$ cat config.mk
export PLATFORM = sky130hd
export DESIGN_NAME = sac_sequencer
export DESIGN_NICKNAME = d
export VERILOG_FILES = /design/src/sac_pkg.sv /design/src/sac_pacer.sv /design/src/sac_fifo.sv /design/src/sac_sequencer.sv
export SDC_FILE = /design/constraint.sdc
export NUM_CORES = 1
export LEC_CHECK = 0
export BUFFER_PORTS_ARGS = -buffer_cell sky130_fd_sc_hd__buf_2
export CAP_MARGIN = 20
export CORE_AREA = 2 2 160 162
export CTS_CLUSTER_DIAMETER = 30
export DETAILED_ROUTE_END_ITERATION = 12
export DIE_AREA = 0 0 162 164
export PLACE_DENSITY_LB_ADDON = 0.2
export SLEW_MARGIN = 20
export SYNTH_ARGS = -nofsm -noshare
export SYNTH_HDL_FRONTEND = slang
export SYNTH_SLANG_ARGS = --single-unit
$ cat constraint.sdc
create_clock -name i_clk -period 7.65 [get_ports i_clk]
set_clock_uncertainty 0.05 [all_clocks]
set_input_delay 0 -clock i_clk [delete_from_list [all_inputs] [get_ports i_clk]]
set_output_delay 0 -clock i_clk [all_outputs]
set_load 0.02 [all_outputs]
$ cat src/sac_pkg.sv
package sac_pkg;

  // conversion and power-up timing, in converter clock cycles
  localparam int unsigned CONV_CYCLES  = 96;
  localparam int unsigned PWRUP_CYCLES = 4;
  localparam logic [6:0]  CONV_LAST    = 7'(CONV_CYCLES - 1);
  localparam logic [6:0]  PWRUP_LAST   = 7'(PWRUP_CYCLES - 1);

  // register byte offsets
  localparam logic [5:0] OFS_CS     = 6'h00;
  localparam logic [5:0] OFS_RESULT = 6'h04;
  localparam logic [5:0] OFS_FCS    = 6'h08;
  localparam logic [5:0] OFS_FIFO   = 6'h0c;
  localparam logic [5:0] OFS_DIV    = 6'h10;

  // control and status word
  localparam int unsigned CS_EN_BIT      = 0;
  localparam int unsigned CS_BIAS_BIT    = 1;
  localparam int unsigned CS_ONCE_BIT    = 2;
  localparam int unsigned CS_RUN_BIT     = 3;
  localparam int unsigned CS_READY_BIT   = 8;
  localparam int unsigned CS_ERR_BIT     = 9;
  localparam int unsigned CS_STICKY_BIT  = 10;
  localparam int unsigned CS_CHAN_LSB    = 12;
  localparam int unsigned CS_ROT_LSB     = 16;

  // fifo control and status word
  localparam int unsigned FCS_EN_BIT     = 0;
  localparam int unsigned FCS_NARROW_BIT = 1;
  localparam int unsigned FCS_TAG_BIT    = 2;
  localparam int unsigned FCS_DREQ_BIT   = 3;
  localparam int unsigned FCS_IRQEN_BIT  = 4;
  localparam int unsigned FCS_EMPTY_BIT  = 8;
  localparam int unsigned FCS_FULL_BIT   = 9;
  localparam int unsigned FCS_LOST_BIT   = 11;
  localparam int unsigned FCS_LEVEL_LSB  = 16;
  localparam int unsigned FIFO_TRIGGER_LEVEL_LSB = 24;

  // pacing divider word
  localparam int unsigned DIV_FRAC_LSB   = 0;
  localparam int unsigned DIV_WHOLE_LSB  = 8;

  localparam int unsigned FIFO_DEPTH     = 4;
  localparam logic [3:0]  THRESH_RESET   = 4'h0;

  typedef struct packed {
    logic        err;
    logic [11:0] value;
  } sac_sample_t;

  typedef struct packed {
    logic [15:0] whole;
    logic [7:0]  frac;
  } sac_pace_t;

  typedef enum {ST_OFF, ST_PWRUP, ST_IDLE, ST_CONV} sac_state_t;

endpackage

$ cat src/sac_pacer.sv
`timescale 1ns/100ps
// fractional pacing timer: one tick per whole+1 cycles, stretched by one
// cycle whenever the fraction accumulator overflows
module sac_pacer (
  input  wire logic              i_clk,
  input  wire logic              i_resetn,
  input  wire sac_pkg::sac_pace_t i_div,
  input  wire logic              i_restart,
  output logic                   o_tick
);

  logic [16:0] cnt_q;
  logic [7:0]  acc_q;
  logic [8:0]  sum;

  assign sum = {1'b0, acc_q} + {1'b0, i_div.frac};

  always_ff @(posedge i_clk or negedge i_resetn) begin
    if (!i_resetn) begin
      cnt_q  <= 17'h00000;
      acc_q  <= 8'h00;
      o_tick <= 1'b0;
    end else if (i_restart) begin
      cnt_q  <= {1'b0, i_div.whole};
      acc_q  <= 8'h00;
      o_tick <= 1'b0;
    end else if (cnt_q == 17'h00000) begin
      o_tick <= 1'b1;
      acc_q  <= sum[7:0];
      cnt_q  <= {1'b0, i_div.whole} + {16'h0000, sum[8]};
    end else begin
      o_tick <= 1'b0;
      cnt_q  <= cnt_q - 17'h00001;
    end
  end

endmodule

$ cat src/sac_fifo.sv
`timescale 1ns/100ps
// four-entry sample store; a push into a full store is dropped
module sac_fifo (
  input  wire logic                i_clk,
  input  wire logic                i_resetn,
  input  wire logic                i_push,
  input  wire sac_pkg::sac_sample_t i_data,
  input  wire logic                i_pop,
  output sac_pkg::sac_sample_t     o_data,
  output logic [2:0]               o_level,
  output logic                     o_full,
  output logic                     o_empty
);

  sac_pkg::sac_sample_t mem_q [sac_pkg::FIFO_DEPTH];
  logic [1:0] wr_q;
  logic [1:0] rd_q;
  logic       push_ok;
  logic       pop_ok;

  assign o_full  = (o_level == 3'h4);
  assign o_empty = (o_level == 3'h0);
  assign push_ok = i_push && !o_full;
  assign pop_ok  = i_pop && !o_empty;
  assign o_data  = mem_q[rd_q];

  always_ff @(posedge i_clk or negedge i_resetn) begin
    if (!i_resetn) begin
      wr_q    <= 2'h0;
      rd_q    <= 2'h0;
      o_level <= 3'h0;
      for (int i = 0; i < sac_pkg::FIFO_DEPTH; i++) begin
        mem_q[i] <= '0;
      end
    end else begin
      if (push_ok) begin
        mem_q[wr_q] <= i_data;
        wr_q        <= wr_q + 2'h1;
      end
      if (pop_ok) begin
        rd_q <= rd_q + 2'h1;
      end
      if (push_ok && !pop_ok) begin
        o_level <= o_level + 3'h1;
      end else if (pop_ok && !push_ok) begin
        o_level <= o_level - 3'h1;
      end
    end
  end

endmodule

$ cat src/sac_sequencer.sv
// Added by the designer: the Avalon-MM slave port and the address map.
`timescale 1ns/100ps
module sac_sequencer (
  input  wire logic        i_clk,
  input  wire logic        i_resetn,
  input  wire logic [5:0]  i_avs_address,
  input  wire logic        i_avs_read,
  input  wire logic        i_avs_write,
  input  wire logic [31:0] i_avs_writedata,
  input  wire logic [3:0]  i_avs_byteenable,
  output logic [31:0]      o_avs_readdata,
  output logic             o_avs_waitrequest,
  input  wire logic [11:0] i_sar_data,
  input  wire logic        i_sar_err,
  output logic             o_sar_power,
  output logic             o_sar_start,
  output logic [2:0]       o_sar_chan,
  output logic             o_temp_bias_on,
  output logic             o_fifo_irq,
  output logic             o_dreq
);

  sac_pkg::sac_state_t  state_q;
  logic [6:0]           cnt_q;

  // software controls
  logic                 en_q;
  logic                 run_q;
  logic [4:0]           rot_q;
  logic                 fifo_en_q;
  logic                 narrow_q;
  logic                 tag_q;
  logic                 dreq_en_q;
  logic                 irq_en_q;
  logic [3:0]           thresh_q;
  sac_pkg::sac_pace_t   div_q;

  // block state
  logic [11:0]          result_q;
  logic                 err_q;
  logic                 sticky_q;
  logic                 lost_q;

  // bus
  logic                 req;
  logic                 accept;
  logic                 wr_fire;
  logic [5:0]           word_addr;
  logic [31:0]          be_mask;
  logic [31:0]          merged;
  logic [31:0]          wclr;
  logic                 wr_cs;
  logic                 wr_fcs;
  logic                 wr_div;

  // conversion events
  logic                 pace_zero;
  logic                 tick;
  logic                 start_once;
  logic                 start_req;
  logic                 done;
  logic                 restart;

  // fifo
  sac_pkg::sac_sample_t push_data;
  sac_pkg::sac_sample_t head;
  logic [2:0]           level;
  logic                 full;
  logic                 empty;
  logic                 pop;

  function automatic logic [31:0] lane_mask(input logic [3:0] be);
    lane_mask = {{8{be[3]}}, {8{be[2]}}, {8{be[1]}}, {8{be[0]}}};
  endfunction

  // next channel after cur whose mask bit is set; cur if none
  function automatic logic [2:0] next_chan(input logic [2:0] cur, input logic [4:0] mask);
    logic [2:0] c;
    logic       found;
    c         = cur;
    found     = 1'b0;
    next_chan = cur;
    for (int i = 0; i < 5; i++) begin
      c = (c >= 3'h4) ? 3'h0 : c + 3'h1;
      if (!found && mask[c]) begin
        next_chan = c;
        found     = 1'b1;
      end
    end
  endfunction

  function automatic logic [31:0] reg_read(input logic [5:0] a);
    logic [31:0] w;
    w = 32'h00000000;
    case (a)
      sac_pkg::OFS_CS: begin
        w[sac_pkg::CS_EN_BIT]     = en_q;
        w[sac_pkg::CS_BIAS_BIT]   = o_temp_bias_on;
        w[sac_pkg::CS_RUN_BIT]    = run_q;
        w[sac_pkg::CS_READY_BIT]  = (state_q == sac_pkg::ST_IDLE);
        w[sac_pkg::CS_ERR_BIT]    = err_q;
        w[sac_pkg::CS_STICKY_BIT] = sticky_q;
        w[sac_pkg::CS_CHAN_LSB +: 3] = o_sar_chan;
        w[sac_pkg::CS_ROT_LSB +: 5]  = rot_q;
      end
      sac_pkg::OFS_RESULT: w[11:0] = result_q;
      sac_pkg::OFS_FCS: begin
        w[sac_pkg::FCS_EN_BIT]     = fifo_en_q;
        w[sac_pkg::FCS_NARROW_BIT] = narrow_q;
        w[sac_pkg::FCS_TAG_BIT]    = tag_q;
        w[sac_pkg::FCS_DREQ_BIT]   = dreq_en_q;
        w[sac_pkg::FCS_IRQEN_BIT]  = irq_en_q;
        w[sac_pkg::FCS_EMPTY_BIT]  = empty;
        w[sac_pkg::FCS_FULL_BIT]   = full;
        w[sac_pkg::FCS_LOST_BIT]   = lost_q;
        w[sac_pkg::FCS_LEVEL_LSB +: 3]  = level;
        w[sac_pkg::FIFO_TRIGGER_LEVEL_LSB +: 4] = thresh_q;
      end
      sac_pkg::OFS_FIFO: w[12:0] = head;
      sac_pkg::OFS_DIV: begin
        w[sac_pkg::DIV_FRAC_LSB +: 8]   = div_q.frac;
        w[sac_pkg::DIV_WHOLE_LSB +: 16] = div_q.whole;
      end
      default: w = 32'h00000000;
    endcase
    reg_read = w;
  endfunction

  // bus: request seen with waitrequest high, answered the next cycle
  assign req       = i_avs_read || i_avs_write;
  assign accept    = req && o_avs_waitrequest;
  assign wr_fire   = i_avs_write && !o_avs_waitrequest;
  assign word_addr = {i_avs_address[5:2], 2'b00};
  assign be_mask   = lane_mask(i_avs_byteenable);
  // reg_read looks at block state, so only always_comb re-evaluates on its changes
  always_comb merged = (reg_read(word_addr) & ~be_mask) | (i_avs_writedata & be_mask);
  assign wclr      = i_avs_writedata & be_mask;
  assign wr_cs     = wr_fire && (word_addr == sac_pkg::OFS_CS);
  assign wr_fcs    = wr_fire && (word_addr == sac_pkg::OFS_FCS);
  assign wr_div    = wr_fire && (word_addr == sac_pkg::OFS_DIV);
  // pop at acceptance so the read word and the pointer move together
  assign pop       = accept && i_avs_read && (word_addr == sac_pkg::OFS_FIFO);

  always_ff @(posedge i_clk or negedge i_resetn) begin
    if (!i_resetn) begin
      o_avs_waitrequest <= 1'b1;
      o_avs_readdata    <= 32'h00000000;
    end else begin
      o_avs_waitrequest <= !accept;
      o_avs_readdata    <= (accept && i_avs_read) ? reg_read(word_addr) : 32'h00000000;
    end
  end

  // conversion events
  assign pace_zero  = (div_q.whole == 16'h0000);
  assign start_once = wr_cs && merged[sac_pkg::CS_ONCE_BIT];
  assign done       = (state_q == sac_pkg::ST_CONV) && (cnt_q == sac_pkg::CONV_LAST);
  assign restart    = done && run_q && pace_zero && en_q;
  // a tick landing outside idle is simply lost
  assign start_req  = (state_q == sac_pkg::ST_IDLE) && en_q &&
                      (start_once || (run_q && (pace_zero || tick)));

  sac_pacer u_pacer (
    .i_clk     (i_clk),
    .i_resetn  (i_resetn),
    .i_div     (div_q),
    .i_restart (!run_q || wr_div || pace_zero),
    .o_tick    (tick)
  );

  // sequencer
  always_ff @(posedge i_clk or negedge i_resetn) begin
    if (!i_resetn) begin
      state_q <= sac_pkg::ST_OFF;
      cnt_q   <= 7'h00;
    end else if (!en_q) begin
      state_q <= sac_pkg::ST_OFF;
      cnt_q   <= 7'h00;
    end else begin
      case (state_q)
        sac_pkg::ST_OFF: begin
          state_q <= sac_pkg::ST_PWRUP;
          cnt_q   <= 7'h00;
        end
        sac_pkg::ST_PWRUP: begin
          if (cnt_q == sac_pkg::PWRUP_LAST) begin
            state_q <= sac_pkg::ST_IDLE;
            cnt_q   <= 7'h00;
          end else begin
            cnt_q <= cnt_q + 7'h01;
          end
        end
        sac_pkg::ST_IDLE: begin
          if (start_req) begin
            state_q <= sac_pkg::ST_CONV;
            cnt_q   <= 7'h00;
          end
        end
        sac_pkg::ST_CONV: begin
          if (done) begin
            // run cleared mid-conversion lands here and goes idle
            state_q <= restart ? sac_pkg::ST_CONV : sac_pkg::ST_IDLE;
            cnt_q   <= 7'h00;
          end else begin
            cnt_q <= cnt_q + 7'h01;
          end
        end
        default: begin
          state_q <= sac_pkg::ST_OFF;
          cnt_q   <= 7'h00;
        end
      endcase
    end
  end

  // analogue-side drive
  always_ff @(posedge i_clk or negedge i_resetn) begin
    if (!i_resetn) begin
      o_sar_power <= 1'b0;
      o_sar_start <= 1'b0;
    end else begin
      o_sar_power <= en_q;
      o_sar_start <= start_req || restart;
    end
  end

  // control and status word
  always_ff @(posedge i_clk or negedge i_resetn) begin
    if (!i_resetn) begin
      en_q           <= 1'b0;
      o_temp_bias_on <= 1'b0;
      run_q          <= 1'b0;
      rot_q          <= 5'h00;
    end else if (wr_cs) begin
      en_q           <= merged[sac_pkg::CS_EN_BIT];
      o_temp_bias_on <= merged[sac_pkg::CS_BIAS_BIT];
      run_q          <= merged[sac_pkg::CS_RUN_BIT];
      rot_q          <= merged[sac_pkg::CS_ROT_LSB +: 5];
    end
  end

  // channel select; a software write beats an automatic advance
  always_ff @(posedge i_clk or negedge i_resetn) begin
    if (!i_resetn) begin
      o_sar_chan <= 3'h0;
    end else if (wr_cs) begin
      o_sar_chan <= merged[sac_pkg::CS_CHAN_LSB +: 3];
    end else if (done && run_q && (rot_q != 5'h00)) begin
      o_sar_chan <= next_chan(o_sar_chan, rot_q);
    end
  end

  // result and error flags
  always_ff @(posedge i_clk or negedge i_resetn) begin
    if (!i_resetn) begin
      result_q <= 12'h000;
      err_q    <= 1'b0;
      sticky_q <= 1'b0;
    end else begin
      if (done) begin
        result_q <= i_sar_data;
        err_q    <= i_sar_err;
      end
      if (done && i_sar_err) begin
        sticky_q <= 1'b1;
      end else if (wr_cs && wclr[sac_pkg::CS_STICKY_BIT]) begin
        sticky_q <= 1'b0;
      end
    end
  end

  // fifo control
  always_ff @(posedge i_clk or negedge i_resetn) begin
    if (!i_resetn) begin
      fifo_en_q <= 1'b0;
      narrow_q  <= 1'b0;
      tag_q     <= 1'b0;
      dreq_en_q <= 1'b0;
      irq_en_q  <= 1'b0;
      thresh_q  <= sac_pkg::THRESH_RESET;
    end else if (wr_fcs) begin
      fifo_en_q <= merged[sac_pkg::FCS_EN_BIT];
      narrow_q  <= merged[sac_pkg::FCS_NARROW_BIT];
      tag_q     <= merged[sac_pkg::FCS_TAG_BIT];
      dreq_en_q <= merged[sac_pkg::FCS_DREQ_BIT];
      irq_en_q  <= merged[sac_pkg::FCS_IRQEN_BIT];
      thresh_q  <= merged[sac_pkg::FIFO_TRIGGER_LEVEL_LSB +: 4];
    end
  end

  // lost-sample flag: a new loss wins over a same-cycle clear
  always_ff @(posedge i_clk or negedge i_resetn) begin
    if (!i_resetn) begin
      lost_q <= 1'b0;
    end else if (done && fifo_en_q && full) begin
      lost_q <= 1'b1;
    end else if (wr_fcs && wclr[sac_pkg::FCS_LOST_BIT]) begin
      lost_q <= 1'b0;
    end
  end

  always_ff @(posedge i_clk or negedge i_resetn) begin
    if (!i_resetn) begin
      div_q <= '0;
    end else if (wr_div) begin
      div_q.frac  <= merged[sac_pkg::DIV_FRAC_LSB +: 8];
      div_q.whole <= merged[sac_pkg::DIV_WHOLE_LSB +: 16];
    end
  end

  // narrowing trades precision for byte-wide transfers
  always_comb begin
    push_data.err   = tag_q && i_sar_err;
    push_data.value = narrow_q ? {4'h0, i_sar_data[11:4]} : i_sar_data;
  end

  sac_fifo u_fifo (
    .i_clk    (i_clk),
    .i_resetn (i_resetn),
    .i_push   (done && fifo_en_q),
    .i_data   (push_data),
    .i_pop    (pop),
    .o_data   (head),
    .o_level  (level),
    .o_full   (full),
    .o_empty  (empty)
  );

  // level-based requests fall once the fifo drains below the trigger
  always_ff @(posedge i_clk or negedge i_resetn) begin
    if (!i_resetn) begin
      o_fifo_irq <= 1'b0;
      o_dreq     <= 1'b0;
    end else begin
      o_fifo_irq <= irq_en_q && ({1'b0, level} >= thresh_q);
      o_dreq     <= dreq_en_q && ({1'b0, level} >= thresh_q);
    end
  end

endmodule

After elaboration in Yosys (flattened, before gate mapping). Cells that the tools add are included.

Bits in registers: 216. Output and inout port bits: 41. Logic and storage cells: 231.

Add/sub/neg operators: 13. Magnitude comparators: 14. Equality and inequality tests: 15. Muxes and demuxes: 80. Bitwise operators: 6. Reduce and logical (&&, ||, !) cells: 64.

Operators with widths (number): $mux 32 (4); $pmux 32 s4 (1); $eq 32x2->1 const B (2); $eq 32x3->1 const B (2); $and 28x28->28 (2); $bwmux 52 (1); $mux 3 (15); $mux 13 (3); $mux 17 (2); $logic_and 1x1->1 (33); $eq 32x1->1 const B (1); $logic_not 32->1 (1); $mux 28 (1); $mux 7 (4); $not 28->28 (1); $or 28x28->28 (1); $bmux 13 s2 (1); $demux 13 s2 (1); $mux 1 (25); $ge 3x3->1 const B (7); $pmux 7 s3 (1); $lt 3x4->1 const B (5); $pmux 2 s5 (2); $add 3x1->3 const B (6); 36 further kinds (70).

Logic depth before layout (Yosys ltp).
Depth after elaboration: 27. Gate-level depth with buffers: 17. Mapped depth without buffers: 17.

By module. From an unflattened synthesis, not the netlist that was laid out.

Cells, all modules: 918. Area total of the unflattened synthesis: 9989.6 µm².

Modules (own cells, without submodules): sac_sequencer (times used 1, cells each 523, area an instance 5342.6 µm²); sac_fifo (times used 1, cells each 162, area an instance 2666.3 µm²); sac_pacer (times used 1, cells each 233, area an instance 1980.6 µm²).

Worst setup path after synthesis. Ideal clock, no wire load.

Path type: flip-flop to flip-flop. Start: reg div_q[0] (netlist name). End: reg u_pacer.cnt_q[10]. Arrival time: 3.037 ns. Required time: 7.535 ns. Setup slack: 4.498 ns. Stages on the path, launching flop included: 18. Path buffers: 0. Clock period less this slack: 3.152 ns. Cells stage by stage: dfrtp_1 > ha_1 > fa_1 > a21o_1 > a21oi_1 > o21bai_1 > a21oi_1 > nor2b_1 > o21ai_0 > nand2b_1 > ha_1 > ha_1 > and4_1 > nand2_1 > or2_2 > nor2_2 > a21oi_1 > o22a_1.

Word-level cells in the longest chain between the ends: 4.

Ends and longest elaborated chain: start, declared (line sac_sequencer.sv:36) `sac_pkg::sac_pace_t div_q;`; $add 8x8->9 (line sac_pacer.sv:16) `assign sum = {1'b0, acc_q} + {1'b0, i_div.frac};`; $add 16x1->17 (line sac_pacer.sv:30) `cnt_q <= {1'b0, i_div.whole} + {16'h0000, sum[8]};`; $mux 17 (line sac_pacer.sv:27) `end else if (cnt_q == 17'h00000) begin`; $mux 17 (line sac_pacer.sv:23) `end else if (i_restart) begin`; end signal, assigned (line sac_pacer.sv:24) `cnt_q <= {1'b0, i_div.whole};`; end signal, assigned (line sac_pacer.sv:30); end signal, assigned (line sac_pacer.sv:33) `cnt_q <= cnt_q - 17'h00001;`; end, declared (line sac_pacer.sv:12) `logic [16:0] cnt_q;`.

No other way between the ends. A chain may end at the register's enable or synchronous reset.

Worst setup path after layout.
Start: reg o_sar_chan[1]. End: reg o_sar_chan[2].

Word-level cells in the longest chain between the ends: 27. Elaborated cells between the ends (all ways): 54.

Ends and longest elaborated chain: start, declared (line sac_sequencer.sv:17) `output logic [2:0] o_sar_chan,`; start signal, assigned (line sac_sequencer.sv:247) `o_sar_chan <= merged[sac_pkg::CS_CHAN_LSB +: 3];`; start signal, assigned (line sac_sequencer.sv:249) `o_sar_chan <= next_chan(o_sar_chan, rot_q);`; $add 3x1->3 / $ge 3x3->1 (equally long branches) (line sac_sequencer.sv:84) `c = (c >= 3'h4) ? 3'h0 : c + 3'h1;`; $mux 3 (*) (line sac_sequencer.sv:84); parallel branches: the longest is 25 deep, another holds $add 3x1->3.

Every way passes the cells marked *. The select of a mux whose other input is x is not followed.

==> key figures <==
Status
  • Status: complete, no violations

Global routing
  • Largest net degree at the start of global routing: 112
  • First-pass GRT wire length: 41.9 mm
  • Total congestion overflow: 0
  • Antenna violations before repair: 0
  • All-Layer GR Usage: 0.203
  • Vias in the first global route: 7563

Placement
  • Buffers on Ports: 89
  • Hpwl dp: 17.9 mm
  • Placement Setup Slack: 3830 ps
  • GPL Wtd Cong: 0.849
  • Placed cells: 1357

Final layout
  • Layout area overhead: 18.6%
  • # nets final: 1180
  • Non-filler cells, final: 1440
  • Number of fillers in the final layout: 2407
  • Layout cell share with drive strength beyond 1: 0.192
  • N_diodes: 0

Setup path
  • Cell at the slowest stage of the critical path: dfrtp_1
  • CP arrival: 4130 ps
  • CP endpoint kind: flip-flop
  • Critical Path RT: 7900 ps
  • Crit-path max FO: 20
  • Worst path max stage delay: 740 ps
  • Crit path to: o_sar_chan[2]
  • CP most frequent cell: a311oi_1
  • Worst path buffer plus inverter count: 1
  • RR Endpoint: o_sar_chan[2]
  • Worst-case reg-to-reg path depth: 9
  • CP startpoint kind: flip-flop
  • Setup crit start: o_sar_chan[1]
  • Reg2Reg Setup Slack: 3780 ps
  • Reg2reg start: o_sar_chan[1]
  • Crit path max-delay family: compound AO/OA/AOI/OAI gates
  • Setup Crit Path Kind: reg -> reg
  • Crit path depth: 9
  • Cell chain of the critical path: clkinv_1 > ha_1 > o21ba_2 > a311oi_1 > a211oi_1 > o21bai_1 > nor2_1 > a311oi_1 > o22ai_1

Floorplan
  • Total core area: 24800 um^2
  • Die W: 162 um
  • Starting density of the core: 0.393
  • IO Count: 100
  • Die area: 26600 um^2
  • Row cnt: 58
  • Overall die height: 164 um

Pwr
  • Sw frac: 0.326
  • Comb power frac: 0.221
  • Lkg Pwr: 5.32 nW
  • Clock Power Share: 0.334
  • PwrDens: 226 nW/um^2
  • P_int: 1.76 mW
  • Reg power frac: 0.446
  • VDD IR max: 0.000134 V
  • Sw power: 0.850 mW

Clock tree
  • CTS tree: done
  • CTS Buf Count: 17
  • Clk root buf: clkbuf_16
  • Clock transition at path regs: 70 ps
  • Latest clock arrival within the worst-skew pair: 440 ps
  • Post-CTS Resized: 0
  • Clock Path Buffers: 2
  • Clock sinks: 186
  • H-tree Lvls: 4

Yosys
  • Syn Std Cell Area: 9750 um^2
  • Synthesized area per cell: 9.87 um^2
  • Most used DFF post-synth: dfrtp_1
  • Yosys reg bits: 186
  • Area contributors post-synth: dfrtp_1 47%, mux2_2 5.9%, nand2_1 5.4%
  • Gate Count Post-Synth: 988
  • Number of flops mapped to enable cells by yosys: 0
  • Cell taking the most area after synthesis: dfrtp_1
  • Sequential area share after synthesis: 0.478
  • Post-synth top area share: 0.475
  • Synth unique cells: 73
  • Async SR Flop Fraction: 1.00
  • Yosys warns: 0

Timing
  • RSZ-0062 raised after global routing: false
  • Worst slew pin tran: 989 ps
  • Max-slew violation count: 0
  • Final hold vios: 0
  • Crit share post-route: 0.506
  • Setup_tns: 0 ps
  • FMAX: 258 MHz
  • Final WS setup: 3780 ps
  • Final setup violation count: 0
  • Tmin final: 3870 ps
  • WHS: 11.0 ps
  • Slew margin rel.: 0.339

Route
  • First-pass DRT Iterations: 5
  • Wire length per cell: 17.9 um
  • ANT nets after route: 0
  • Routed vias/inst: 5.38
  • Final wirelength: 25.8 mm
  • 1st-iter DRT viols: 646
  • Vias: 7748
  • DR DRC count: 0

Flow run
  • Max-cap violation count: 0

Worst hold path
  • Hold crit path type: in -> reg
  • Hold Crit Depth: 3
[Yosys cell counts (4+ instances only)]
cell      count
mux2i_1      21
nor4_1        7
nand2b_1     12
mux2_2       51
o21bai_1      4
a21oi_1      62
dfrtp_1     185
buf_2        11
nand2_1     141
nand4_1       5
buf_1         4
nor3_1       15
mux4_2       14
a222oi_1      8
o21ai_0     100
nand3_1      17
a21o_1        6
o22a_1        8
o22ai_1       4
ha_1         22
nor2b_1      12
buf_4         4
nor3b_1       5
and3_1       18
o31ai_1       4
xor2_1       14
a31oi_1       5
xnor2_1      11
and2_1        8
a22oi_1      10
clkbuf_1     43
inv_1        27
nor2_1       64
[metrics by stage]
step,total power [mW],utilization,cell area (um^2)
2_1_floorplan,1.56,-,9760
3_3_place_gp,1.72,0.421,10400
3_5_place_dp,1.72,0.421,10400
4_1_cts,2.62,0.465,11500
5_1_grt,2.75,0.466,11600
6_report,2.61,0.466,11600
[registers in the layout, summed over array words and instances (netlist names), 2 cells and up]
signal,cells
state_q,2
u_fifo.mem_q,52
u_fifo.o_level,3
o_sar_chan,3
cnt_q,7
u_fifo.wr_q,2
u_fifo.rd_q,2
div_q,24
u_pacer.cnt_q,17
rot_q,5
u_pacer.acc_q,8
thresh_q,4
o_avs_readdata,28
result_q,12
[power groups by stage]
stage / logic (mW) / clock network, mW / registers (mW)
final: 0.575 / 0.870 / 1.16
after global routing: 0.644 / 0.931 / 1.17
after CTS: 0.572 / 0.886 / 1.16
after detailed placement: 0.545 / 0 / 1.18
after global placement: 0.543 / 0 / 1.18
after floorplan: 0.428 / 0 / 1.13
[repair_timing]
action,4_1_cts,5_1_grt
hold endpoints to repair,209,0
setup endpoints to repair,0,0
hold buffers,50,0
buffers inserted,0,0
[cell usage in the layout, fill, tap and decap left out, drive strengths merged, types with 5 or more instances in the layout]
master / n
o22a: 8
and3: 18
nor4: 8
buf: 99
a222oi: 8
or3: 5
nand2b: 12
clkinv: 5
nand2: 141
mux2i: 21
ha: 22
o21ai: 101
xor2: 14
clkbuf: 20
xnor2: 11
nor2b: 12
nand4: 5
mux4: 14
nor2: 65
and2: 8
nor3b: 5
inv: 33
a31oi: 5
nor3: 16
mux2: 51
dfrtp: 185
a21oi: 62
a22oi: 10
nand3: 17
dlygate4sd3: 50
a21o: 6
[worst min-delay path: cells and delay by family]
kind	cells	cell delay (ps)
compound gates	2	250
buf+inv	1	190
[cell type report]
type                            count  area, um^2  share of cell area
Clock buffer                       19         453              0.0392
Clock inverter                     13         128              0.0110
Inverter                           28         105             0.00909
Multi-Input combinational cell    714        4750               0.411
Sequential cell                   186        4660               0.403
Tap cell                          330         413              0.0357
Timing Repair Buffer              150        1060              0.0915
[routing by layer]
layer,vias up,routed length [um],track usage
met2,175,12400,0.336
met5,-,0,0
li1,3724,-,-
met4,0,323,0.0475
met1,3823,12100,0.281
met3,26,977,0.0348
[logic make-up after synthesis]
| logic type | synth area share |
|---|---|
| buf+inv | 0.0388 |
| simple gates | 0.166 |
| flops | 0.478 |
| other cells | 0.000385 |
| xor+xnor | 0.0225 |
| mux | 0.113 |
| compound gates | 0.150 |
| fa+ha+maj | 0.0323 |
[worst min path at each step]
stage,start,endpoint,slack (ps)
CTS,i_avs_writedata[17],div_q[17],10
detailed placement,i_avs_read,o_avs_waitrequest,130
finish,i_avs_byteenable[1],div_q[8],10
global route,i_avs_writedata[17],div_q[17],30
global placement,i_avs_read,o_avs_waitrequest,130
floorplan,i_resetn,cnt_q[0],-350
Note: power is estimated with default switching activity, not from simulation.
